`config.mk`:
```
export PLATFORM = sky130hd
export DESIGN_NAME = crsr_readout
export DESIGN_NICKNAME = d
export VERILOG_FILES = /design/src/common/crsr_pkg.sv /design/src/crsr_readout.sv
export SDC_FILE = /design/constraint.sdc
export NUM_CORES = 1
export LEC_CHECK = 0
export BUFFER_PORTS_ARGS = -buffer_cell sky130_fd_sc_hd__buf_2
export CELL_PAD_IN_SITES_DETAIL_PLACEMENT = 1
export CELL_PAD_IN_SITES_GLOBAL_PLACEMENT = 1
export CORE_MARGIN = 1
export CORE_UTILIZATION = 41
export DETAILED_ROUTE_END_ITERATION = 7
export PLACE_DENSITY_LB_ADDON = 0.1
export SLEW_MARGIN = 10
export SYNTH_ARGS = -nofsm -noshare
export SYNTH_HDL_FRONTEND = slang
export SYNTH_SLANG_ARGS = --single-unit
```
`constraint.sdc`:
```
create_clock -name i_clock -period 3.7 [get_ports i_clock]
set_input_delay 0.37 -clock i_clock [delete_from_list [all_inputs] [get_ports i_clock]]
set_output_delay 0.37 -clock i_clock [all_outputs]
set_load 0.03 [all_outputs]
```
`src/common/crsr_pkg.sv`:
```
// Package of constants for the colour result and status readout block
package crsr_pkg;
	// ----------------------------------------
	// Register addresses
	// ----------------------------------------
	localparam logic [7:0] ADDR_SENSOR_STATUS = 8'h13;
	localparam logic [7:0] ADDR_CLEAR_RESULT_LOW = 8'h14;
	localparam logic [7:0] ADDR_CLEAR_RESULT_HIGH = 8'h15;
	localparam logic [7:0] ADDR_RED_RESULT_LOW = 8'h16;
	localparam logic [7:0] ADDR_RED_RESULT_HIGH = 8'h17;
	localparam logic [7:0] ADDR_GREEN_RESULT_LOW = 8'h18;
	localparam logic [7:0] ADDR_GREEN_RESULT_HIGH = 8'h19;
	localparam logic [7:0] ADDR_BLUE_RESULT_LOW = 8'h1a;
	localparam logic [7:0] ADDR_BLUE_RESULT_HIGH = 8'h1b;
	// ----------------------------------------
	// Status fields and reset values
	// ----------------------------------------
	localparam int STATUS_IRQ_BIT = 4;
	localparam int STATUS_DONE_BIT = 0;
	localparam logic [7:0] RESET_STATUS = 8'h00;
	localparam logic [15:0] RESET_RESULT = 16'h0000;
	localparam logic [7:0] RESET_SHADOW = 8'h00;
	localparam logic [7:0] RESET_READ_DATA = 8'h00;
	localparam int NUM_CHANNELS = 4;
endpackage

```
`src/crsr_readout.sv`:
```
// Status register and shadowed channel result registers of the colour sensor
`timescale 1ns/1ps
`default_nettype none

// Notes on behaviour
// - Status at 0x13 is read only; writes never change it.
// - Status bit 4 shows the clear-channel threshold interrupt condition.
// - Status bit 0 sets when all four channels finish an integration cycle.
// - Clear, red, green and blue results are each held as 16 unsigned bits.
// - Results map low then high byte: clear, red, green, blue from 0x14 to 0x1b.
// - Reading a low byte copies that channel's upper byte into a shadow register.
// - High byte read after low byte stays consistent despite newer integrations.
// - Interrupt condition raises when clear result is below low or above high threshold.
module crsr_readout #(
	parameter int RESULT_WIDTH = 16
) (
	input wire logic i_clock,
	input wire logic i_sys_rst,
	// Register access from the serial interface, same clock domain
	input wire logic i_reg_read,
	input wire logic i_reg_write,
	input wire logic [7:0] i_reg_addr,
	input wire logic [7:0] i_reg_wdata,
	output logic [7:0] o_reg_rdata,
	output logic o_reg_rvalid,
	// Integration engine side
	input wire logic i_integration_end,
	input wire logic [RESULT_WIDTH-1:0] i_clear_value,
	input wire logic [RESULT_WIDTH-1:0] i_red_value,
	input wire logic [RESULT_WIDTH-1:0] i_green_value,
	input wire logic [RESULT_WIDTH-1:0] i_blue_value,
	input wire logic [RESULT_WIDTH-1:0] i_low_threshold,
	input wire logic [RESULT_WIDTH-1:0] i_high_threshold,
	input wire logic i_irq_flag_clear,
	input wire logic i_done_flag_clear,
	output logic o_clear_threshold_irq_flag,
	output logic o_integration_done_flag
);

	// ----------------------------------------
	// Result storage
	// ----------------------------------------
	logic [RESULT_WIDTH-1:0] result_reg [crsr_pkg::NUM_CHANNELS];
	logic [7:0] shadow_reg;
	logic irq_flag_reg;
	logic done_flag_reg;
	logic [7:0] rdata_reg;
	logic rvalid_reg;
	logic out_of_range;
	logic addr_is_result;
	logic [1:0] chan_index;
	logic [7:0] rdata_next;
	logic [7:0] status_view;

	// Channel index from result address, both bytes of a pair share it
	function automatic logic [1:0] crsr_channel(input logic [7:0] addr);
		logic [7:0] delta;
		delta = addr - crsr_pkg::ADDR_CLEAR_RESULT_LOW;
		return delta[2:1];
	endfunction

	assign addr_is_result = (i_reg_addr >= crsr_pkg::ADDR_CLEAR_RESULT_LOW) &&
		(i_reg_addr <= crsr_pkg::ADDR_BLUE_RESULT_HIGH);
	assign chan_index = crsr_channel(i_reg_addr);

	// Whole channel set is captured together so the four values come from one cycle
	always_ff @(posedge i_clock) begin
		if (i_sys_rst) begin
			for (int k = 0; k < crsr_pkg::NUM_CHANNELS; k++) begin
				result_reg[k] <= crsr_pkg::RESET_RESULT[RESULT_WIDTH-1:0];
			end
		end else if (i_integration_end) begin
			result_reg[0] <= i_clear_value;
			result_reg[1] <= i_red_value;
			result_reg[2] <= i_green_value;
			result_reg[3] <= i_blue_value;
		end
	end

	// ----------------------------------------
	// Status flags
	// ----------------------------------------
	assign out_of_range = (i_clear_value < i_low_threshold) || (i_clear_value > i_high_threshold);

	// Set wins over a clear arriving in the same cycle
	always_ff @(posedge i_clock) begin
		if (i_sys_rst) begin
			irq_flag_reg <= crsr_pkg::RESET_STATUS[crsr_pkg::STATUS_IRQ_BIT];
		end else if (i_integration_end && out_of_range) begin
			irq_flag_reg <= 1'b1;
		end else if (i_irq_flag_clear) begin
			irq_flag_reg <= 1'b0;
		end
	end

	always_ff @(posedge i_clock) begin
		if (i_sys_rst) begin
			done_flag_reg <= crsr_pkg::RESET_STATUS[crsr_pkg::STATUS_DONE_BIT];
		end else if (i_integration_end) begin
			done_flag_reg <= 1'b1;
		end else if (i_done_flag_clear) begin
			done_flag_reg <= 1'b0;
		end
	end

	always_comb begin
		status_view = 8'h00;
		status_view[crsr_pkg::STATUS_IRQ_BIT] = irq_flag_reg;
		status_view[crsr_pkg::STATUS_DONE_BIT] = done_flag_reg;
	end

	// ----------------------------------------
	// Shadow of the upper byte
	// ----------------------------------------
	// A later integration updates result_reg but not the shadow, so a pair stays coherent
	always_ff @(posedge i_clock) begin
		if (i_sys_rst) begin
			shadow_reg <= crsr_pkg::RESET_SHADOW;
		end else if (i_reg_read && addr_is_result && !i_reg_addr[0]) begin
			shadow_reg <= result_reg[chan_index][RESULT_WIDTH-1 -: 8];
		end
	end

	// ----------------------------------------
	// Read data
	// ----------------------------------------
	// Writes are not decoded at all: status and results have no write path
	always_comb begin
		rdata_next = 8'h00;
		if (i_reg_addr == crsr_pkg::ADDR_SENSOR_STATUS) begin
			rdata_next = status_view;
		end else if (addr_is_result && !i_reg_addr[0]) begin
			rdata_next = result_reg[chan_index][7:0];
		end else if (addr_is_result) begin
			rdata_next = shadow_reg;
		end
	end

	always_ff @(posedge i_clock) begin
		if (i_sys_rst) begin
			rdata_reg <= crsr_pkg::RESET_READ_DATA;
			rvalid_reg <= 1'b0;
		end else begin
			rvalid_reg <= i_reg_read;
			if (i_reg_read) begin
				rdata_reg <= rdata_next;
			end
		end
	end

	assign o_reg_rdata = rdata_reg;
	assign o_reg_rvalid = rvalid_reg;
	assign o_clear_threshold_irq_flag = irq_flag_reg;
	assign o_integration_done_flag = done_flag_reg;

	// i_reg_write and i_reg_wdata are accepted and discarded
	logic unused_write;
	assign unused_write = i_reg_write ^ (^i_reg_wdata);

endmodule

`default_nettype wire

```
==> impl_results.md, run 1 <==
- # fillers: 1172
- Arr. time, crit path: 2.05 ns
- # port buffers: 120
- Crit path max fanout: 18
- CP Class: in2reg
- Ranking of synthesized cells by area: edfxtp_1 (43%), and2_1 (9.1%), ha_1 (8.8%)
- Cell count after synthesis: 352
- Seq/Total Area, Yosys: 52.1%
- LEAKAGE: 0.00249 uW
- First-pass GRT wire length: 15.2 mm
- GPL Wtd Cong: 0.748
- Worst slew margin: 28.4%
- Number of synthesized register bits: 83
- RSZ-0062 raised after global routing: false
- Cts repair resizes: 0
- Setup slack after layout: 1.87 ns
- Root buffer cell: clkbuf_8
- Area after DPL: 0.00511 sq mm
- Commonest non-fill, non-tap cell in the layout: buf_2
- Hold_buf cts: 0
- Setup TNS Final: 0 ns
- CTS H-Tree Depth: 3
- Slew Viols, Final: 0
- Worst path cell trace: buf_2 > xor2_1 > and3_1 > nand2b_1 > mux2i_1 > nor2_1
- Tightest Pin Transition: 1.07 ns
- Endpoints failing hold: 0
- Core Box Area: 0.0104 sq mm
- Clock slew at reported path FFs: 0.08 ns
- Initial Util: 42.6%
- Hold Path Class: in2reg
- Finish-stage setup viols: 0
- Slowest CP cell: buf_2
- Via count: 3017
- Die X: 106 um
- Yosys warns: 0
- Multi-input gate area: 0.00190 sq mm
- Reg area: 0.00230 sq mm
- Final nets: 618
- Detail Route Antenna Nets: 0
- Syn Nets: 502
- DRT Pass-1 Iters: 4
- Vias per cell: 4.96
- Ports: 130
- Worst Path Required: 3.92 ns
- Row count: 37
- Peak supply drop: 0.000141 V
- PD cells: 358 mW/mm^2
- Post-CTS Setup Bufs: 0
- Fin area: 0.00527 sq mm
- Setup crit end kind: flip-flop
- Synthesized area per cell: 12.6 sq um
- Max reg flops: 64
- GRT Total Usage: 18.3%
- Clk_skew: 0.00541 ns
- Largest area contributor in the netlist: edfxtp_1
- Vias in the first global route: 3182
- R2R setup slack: 2.15 ns
- DR iter-0 viols: 95
- WL/cell: 15.8 um
- Sink Count: 83
- Clock Latency Late Sink: 0.35 ns
- CTS tree: built
- Die ar.: 0.0112 sq mm
- Final worst-path cycle share: 49.4%
- Commonest non-fill, non-tap cells in the layout: buf_2 (120), and2_1 (64), edfxtp_1 (64)
- Die H: 106 um
- Yosys top cell area share: 43.5%
- WL final: 9.58 mm
- Initial antenna violation count: 0
- Max-cap violations: 0
- Antenna diodes: 0
- Clk buf depth: 2
- DRC Markers: 0
- Place WS: 1.48 ns
- Max incr delay on CP: 0.37 ns
- Mapped Area: 0.00442 sq mm
- Synthesis-to-layout area growth: 19.1%
- Congestion Overflow GR: 0
- Yosys cell types: 44
- Largest net degree at the start of global routing: 67
- Peak Freq: 547 MHz
- Tmin final: 1.83 ns
- Critical Path Source Type: input pin
- End-of-flow core utilization: 50.8%
- Status: completed
- Detailed Place HPWL: 7.33 mm
- Num CTS Buffers: 9
- Share of layout cells above drive strength 1: 30.9%
-- area by class of cell --
class	count	area share, %
Tap cell	136	3.23
Clock buffer	10	2.42
Timing Repair Buffer	122	11.7
Clock inverter	5	0.428
Inverter	33	2.35
Multi-Input combinational cell	219	36.1
Sequential cell	83	43.7
-- Yosys cell counts --
cell type and n:
a2111oi_0 1, a211oi_1 1, a21o_1 3, a21oi_1 16
a21oi_2 1, a221o_1 1, a221oi_1 2, a22oi_1 1
a31oi_1 1, a32oi_1 1, and2_1 64, and3_1 1
and4_1 2, buf_12 1, buf_2 2, buf_4 2
buf_6 1, clkbuf_1 10, clkbuf_2 1, dfxtp_1 19
edfxtp_1 64, ha_1 31, inv_1 33, mux2_2 8
mux2i_1 8, mux4_1 14, mux4_2 2, nand2_1 9
nand2b_1 2, nand3_1 1, nand3b_1 1, nand4_1 3
nor2_1 20, nor2b_1 10, nor4_1 2, nor4b_1 1
nor4b_2 1, o211ai_1 1, o21a_1 2, o21ai_0 4
o22ai_1 1, o31ai_1 1, or2_2 1, xor2_1 1
-- worst max-delay path, delay by kind of cell --
kind	cells	cell delay, ns
buffers and inverters	1	0.37
xor gates and xnor gates	1	0.22
and+or+nand+nor	3	0.80
muxes	1	0.27
-- final timing paths --
kind	start	to	cells after the start
max	i_reg_addr[2]	shadow_reg[3]	6
min	i_integration_end	o_integration_done_flag	3
max reg2reg	result_reg[0][3]	o_reg_rdata[3]	4
min reg2reg	o_reg_rdata[0]	o_reg_rdata[0]	2
-- where the power goes --
part	switching [uW]	internal, uW
Clock	305	231
Sequential	16.2	1070
Combinational	131	134
Total	452	1430
-- stage by stage --
stage | hold slack [ns] | total power, uW | instances
after floorplan | 0.458 | 1260 | 352
after global placement | 0.472 | 1370 | 593
after detailed placement | 0.480 | 1380 | 593
after CTS | 0.268 | 1910 | 608
after global routing | 0.282 | 1970 | 608
final | 0.282 | 1890 | 608
-- cell families after synthesis --
| family | synth area share, % |
|---|---|
| buf+inv | 5.04 |
| xor+xnor | 0.198 |
| fa+ha+maj | 8.77 |
| compound gates | 5.29 |
| mux | 13.2 |
| flops | 52.1 |
| simple gates | 15.4 |
-- layer usage --
layer,global-route usage (%),share of wire [%],up-vias
li1,-,-,1498
met1,21.5,43,1422
met2,32.5,50,85
met3,3.46,5.4,12
met4,8.04,1.7,0
met5,0,0,-
(Power assumes the default switching activity.)
==> run 2, diff against run 1 <==
- ABC_AREA: not set -> 1
- CORE_UTILIZATION: 41 -> 34
- clock period: 3.7 -> 1.6 ns (I/O delays scaled with it)
==> run 2 against run 1 <==
- total power rose to 2.8 times the previous value
- core utilization decreased by 6.1 points
- non-clock buffer count grew 8
- critical endpoint is now o_clear_threshold_irq_flag
==> impl_results.md, run 2 <==
- # port buffers: 120
- Hold Startpoint: i_done_flag_clear
- First-pass GRT wire length: 19.3 mm
- Num CTS Buffers: 9
- Mapped Area: 0.00455 sq mm
- Via count: 3846
- R2R setup slack: 0.53 ns
- Finish-stage setup viols: 0
- Vias in the first global route: 4152
- GRT Total Usage: 17.7%
- Reg-to-reg startpoint: result_reg[0][2]
- Status: completed
- Power Total: 5360 uW
- Top FF cell, synth: edfxtp_1
- Largest net degree at the start of global routing: 39
- Yosys cell types: 26
- PD cells: 936 mW/mm^2
- Peak supply drop: 0.000441 V
- WL/cell: 13.4 um
- Commonest non-fill, non-tap cell in the layout: nor2_1
- Largest area contributor in the netlist: edfxtp_1
- LEAKAGE: 0.00296 uW
- Multi-input gate area: 0.00171 sq mm
- Commonest non-fill, non-tap cells in the layout: nor2_1 (126), buf_2 (120), inv_1 (111)
- Root buffer cell: clkbuf_16
- GPL Wtd Cong: 0.776
- Synthesized area per cell: 8.27 sq um
- Critical Path Source Type: input pin
- Cts repair resizes: 0
- Ranking of synthesized cells by area: edfxtp_1 (42%), nor2_1 (10%), inv_1 (9.2%)
- Hold_buf cts: 0
- RSZ-0062 raised after global routing: false
- Core Box Area: 0.0128 sq mm
- Post-synth EDFFs: 64
- Worst-case reg-to-reg path depth: 6
- Clk_skew: 0.00401 ns
- RR Endpoint: o_reg_rdata[2]
- Setup crit end kind: flip-flop
- Row count: 41
- Reg area: 0.00230 sq mm
- Setup TNS Final: 0 ns
- DRC Markers: 0
- Post-CTS Setup Bufs: 0
- Die ar.: 0.0138 sq mm
- Endpoints failing hold: 0
- Worst Hold End: o_integration_done_flag
- CTS H-Tree Depth: 3
- DR iter-0 viols: 156
- Detailed Place HPWL: 8.95 mm
- Initial antenna violation count: 0
- Vias per cell: 4.53
- Slew Viols, Final: 0
- Worst hold margin: 0.0163 ns
- Hold Path Depth: 2
- # fillers: 1602
- CP Class: in2reg
- Cell with the most instances after synthesis: nor2_1
- Final nets: 822
- Non-filler cells, final: 849
- Clock slew at reported path FFs: 0.06 ns
- CTS tree: built
- Final worst-path cycle share: 71.2%
- Clock Latency Late Sink: 0.34 ns
- Top cells by count, synth: nor2_1 (126), inv_1 (112), nand2_1 (73)
- Yosys warns: 0
- Sink Count: 83
- Hold Path Class: in2reg
- Synthesis-to-layout area growth: 25.9%
- Ports: 130
- Async SR Flop Fraction: 0%
- Congestion Overflow GR: 0
- Detail Route Antenna Nets: 0
- Antenna diodes: 0
- Number of synthesized register bits: 83
- Syn Nets: 700
- Share of layout cells above drive strength 1: 22.9%
- Peak Freq: 878 MHz
- WL final: 11.4 mm
- Tmin final: 1.14 ns
- Worst Path Required: 1.83 ns
- Crit path max fanout: 3
- Die H: 118 um
- Tightest Pin Transition: 0.298 ns
- Placed insts: 833
- Max-cap violations: 0
- Max reg flops: 64
- Yosys top cell area share: 42.3%
- Die X: 118 um
- Cell count after synthesis: 550
- Initial Util: 35.5%
- DRT Pass-1 Iters: 5
- Seq/Total Area, Yosys: 50.6%
- Arr. time, crit path: 1.37 ns
- Worst slew margin: 80.2%
- Clk buf depth: 2
-- run 2: cell count changes after synthesis, moves of 8 or more --
cell / before / now
o211ai_1: 1 / 9
inv_1: 33 / 112
o22ai_1: 1 / 9
mux2i_1: 8 / 0
nand3_1: 1 / 10
nor2b_1: 10 / 0
and2_1: 64 / 0
nor2_1: 20 / 126
nand2_1: 9 / 73
buf_2: 2 / 11
mux4_1: 14 / 0
o21ai_0: 4 / 37
mux2_2: 8 / 0
-- run 2: routing by layer --
layer / part of all wire [%] / global-route usage (%) / wire length, um
met3: 4.5 / 3.05 / 510
met4: 1.8 / 7.37 / 204
met5: 0 / 0 / 0
met2: 47 / 30.3 / 5370
met1: 47 / 21.9 / 5300
-- run 2: logic make-up (layout without fill, tap and decap cells) --
family,after synthesis,count (layout),synth area share (%)
AOI/OAI and AO/OA,81,81,9.71
adders and majority gates,31,31,8.53
buffers and inverters,136,263,11.9
DFF,83,83,50.6
and+or+nand+nor,219,219,19.3
-- run 2: area by class of cell --
cell class / instances / area share, %
clock buffer: 14 / 5.35
multi-input combinational: 331 / 29.9
sequential: 83 / 40.2
tap: 172 / 3.76
timing repair buffer: 130 / 12.9
inverter: 117 / 7.69
clock inverter: 2 / 0.218
-- run 2: critical path, stage by stage --
cell	delay [ns]
buf_2	0.12
ha_1	0.29
nand2_1	0.08
nor3_1	0.29
nand3_1	0.12
nand2_1	0.09
nand2_1	0.09
nand2_1	0.08
nand2_1	0.04
-- run 2: metrics by stage --
step	area (sq um)	util (%)	setup WS, ns
2_1_floorplan	4560	-	0.0258
6_report	5730	44.7	0.461
5_1_grt	5730	44.7	0.295
4_1_cts	5730	44.7	0.455
3_5_place_dp	5410	42.2	0.101
3_3_place_gp	5410	42.2	0.115
-- run 2: report_power, final --
group,total [uW],internal (uW),switching (uW),leakage [uW]
combinational,707,294,413,0.00196
clock,2130,1320,809,0.000155
sequential,2520,2470,46.7,0.000842
-- run 2: how the worst max path moves through the flow --
stage	from	end	slack, ns	cells past startpoint
after CTS	i_clear_value[15]	o_clear_threshold_irq_flag	0.46	9
after global routing	i_clear_value[15]	o_clear_threshold_irq_flag	0.29	9
after floorplan	i_sys_rst	result_reg[0][0]	0.03	4
final	i_clear_value[15]	o_clear_threshold_irq_flag	0.46	9
after global placement	i_clear_value[15]	o_clear_threshold_irq_flag	0.11	9
after detailed placement	i_clear_value[15]	o_clear_threshold_irq_flag	0.10	9
==> run 3, diff against run 2 <==
- CORE_UTILIZATION: 34 -> 38
- clock period: 1.6 -> 1.1 ns (I/O delays scaled with it)
==> run 3 against run 2 <==
- the flow now finishes with violations (design-rule violations)
- clock power increased by 37%
- flip-flop and latch count unchanged
- worst hold slack improved by 0.0084 ns
- total power increased by 45%
- non-clock buffer count increased by 37
- clock skew increased by 0.0045 ns
- combinational power increased by 70%
- cell area increased by 5.7%
- via count increased by 4.9%
- sequential power increased by 46%
- die area decreased by 10%
- critical path type is now reg2out
- critical endpoint is now o_clear_threshold_irq_flag
- largest cell class unchanged
- highest routed layer unchanged
==> impl_results.md, run 3 (same netlist as run 2, synthesis figures left out) <==
- Status: finished, violations left
- Violated checks: design-rule violations
- Initial Util: 39.3%
- # fillers: 1420
- Peak Freq: 912 MHz
- CP endpoint: o_clear_threshold_irq_flag
- Via count: 4033
- CTS H-Tree Depth: 3
- Crit path max fanout: 3
- Max reg flops: 64
- Finish-stage setup viols: 0
- CTS tree: built
- Reg-to-reg startpoint: result_reg[2][4]
- Delay-heaviest family, CP: flip-flops
- Worst setup startpoint: o_clear_threshold_irq_flag
- Antenna diodes: 0
- Initial antenna violation count: 0
- Vias per cell: 4.71
- Vias in the first global route: 4225
- Uppermost layer routed: met4
- WL met2: 5.80 mm
- Worst path buffer plus inverter count: 1
- Die ar.: 0.0124 sq mm
- Tmin final: 1.10 ns
- Slowest CP cell: dfxtp_1
- GPL Wtd Cong: 0.795
- Setup crit end kind: primary output
- RR Endpoint: o_reg_rdata[4]
- DR iter-0 viols: 172
- Worst hold margin: 0.0247 ns
- Worst slew margin: 81.5%
- Final worst-path cycle share: 99.7%
- Commonest non-fill, non-tap cells in the layout: nor2_1 (121), buf_2 (119), inv_1 (111)
- Clk buf depth: 2
- Reg area: 0.00230 sq mm
- Worst-case reg-to-reg path depth: 6
- Die H: 111 um
- Worst Path Required: 0.99 ns
- Detailed Place HPWL: 9.13 mm
- Clk_skew: 0.00849 ns
- Arr. time, crit path: 0.99 ns
- Final nets: 859
- WL final: 11.8 mm
- Setup slack after layout: 0.00376 ns
- Commonest non-fill, non-tap cell in the layout: nor2_1
- Peak supply drop: 0.000743 V
- WL/cell: 13.8 um
- Row count: 39
- Power Total: 7790 uW
- Slew Viols, Final: 0
- R2R setup slack: 0.004 ns
- Share of layout cells above drive strength 1: 28.6%
- Detail Route Antenna Nets: 0
- Clock slew at reported path FFs: 0.06 ns
- End-of-flow core utilization: 52.3%
- Ports: 130
- Critical Path Stages: 1
- CP Class: reg2out
- DRC Markers: 11
- Met1 wire length: 5.30 mm
- Sink Count: 83
- DRT Pass-1 Iters: 6
- Num CTS Buffers: 9
- Die X: 111 um
- Max-cap violations: 0
- GRT Total Usage: 19.9%
- Core Box Area: 0.0116 sq mm
- Synthesis-to-layout area growth: 33.1%
- Routed wl met3: 545 um
- Multi-input gate area: 0.00181 sq mm
- Critical Path Source Type: flip-flop
- LEAKAGE: 0.00314 uW
- # port buffers: 120
- Congestion Overflow GR: 0
- Max incr delay on CP: 0.42 ns
- Worst path cell trace: clkbuf_4
- Clock Latency Late Sink: 0.34 ns
- Largest net degree at the start of global routing: 41
- Endpoints failing hold: 0
- Fin area: 0.00605 sq mm
- RSZ-0062 raised after global routing: true
- Tightest Pin Transition: 0.275 ns
- Place WS: -0.314 ns
- PD cells: 1290 mW/mm^2
- Area after DPL: 0.00566 sq mm
- First-pass GRT wire length: 19.5 mm
- Root buffer cell: clkbuf_16
- Hold Path Class: in2reg
-- run 3: worst min-delay path by stage --
stage	from	endpoint	slack (ns)	depth (start not counted)
floorplan	i_done_flag_clear	o_integration_done_flag	0.22	1
global placement	i_done_flag_clear	o_integration_done_flag	0.31	2
detailed placement	i_done_flag_clear	o_integration_done_flag	0.31	2
CTS	i_sys_rst	o_reg_rdata[4]	0.0002	2
global route	i_sys_rst	o_reg_rdata[4]	0.04	2
finish	i_sys_rst	o_reg_rdata[4]	0.02	2
-- run 3: routing by layer --
metal | GRT usage, % | vias up
met3 | 4.14 | 12
met4 | 6.22 | 0
met5 | 0 | -
met1 | 24.3 | 1872
li1 | - | 2056
met2 | 35.3 | 93
-- run 3: final cells by class --
class                      count  area share, %
sequential                    83           38.0
multi-input combinational    331           29.8
timing repair buffer         167           17.1
inverter                     117           7.28
clock buffer                  14           4.61
tap                          143           2.96
clock inverter                 2          0.165
-- run 3: report_power, final --
part,internal [uW],switching (uW)
Sequential,3600,74.5
Clock,1750,1170
Combinational,540,658
Total,5890,1900
-- run 3: what timing repair did --
action / in CTS / in global routing
endpoints found under the setup margin: 1 / 15
setup buffers: 0 / 0
hold endpoints to repair: 2 / 0
hold buffers: 2 / 0
gates resized for setup: 1 / 29
pin swaps: 0 / 20
-- run 3: per-stage QoR --
step / instances / TNS, ns
floorplan: 550 / 0
global placement: 839 / -1.67
detailed placement: 839 / -2.48
CTS: 857 / 0
global route: 857 / -0.389
finish: 857 / 0
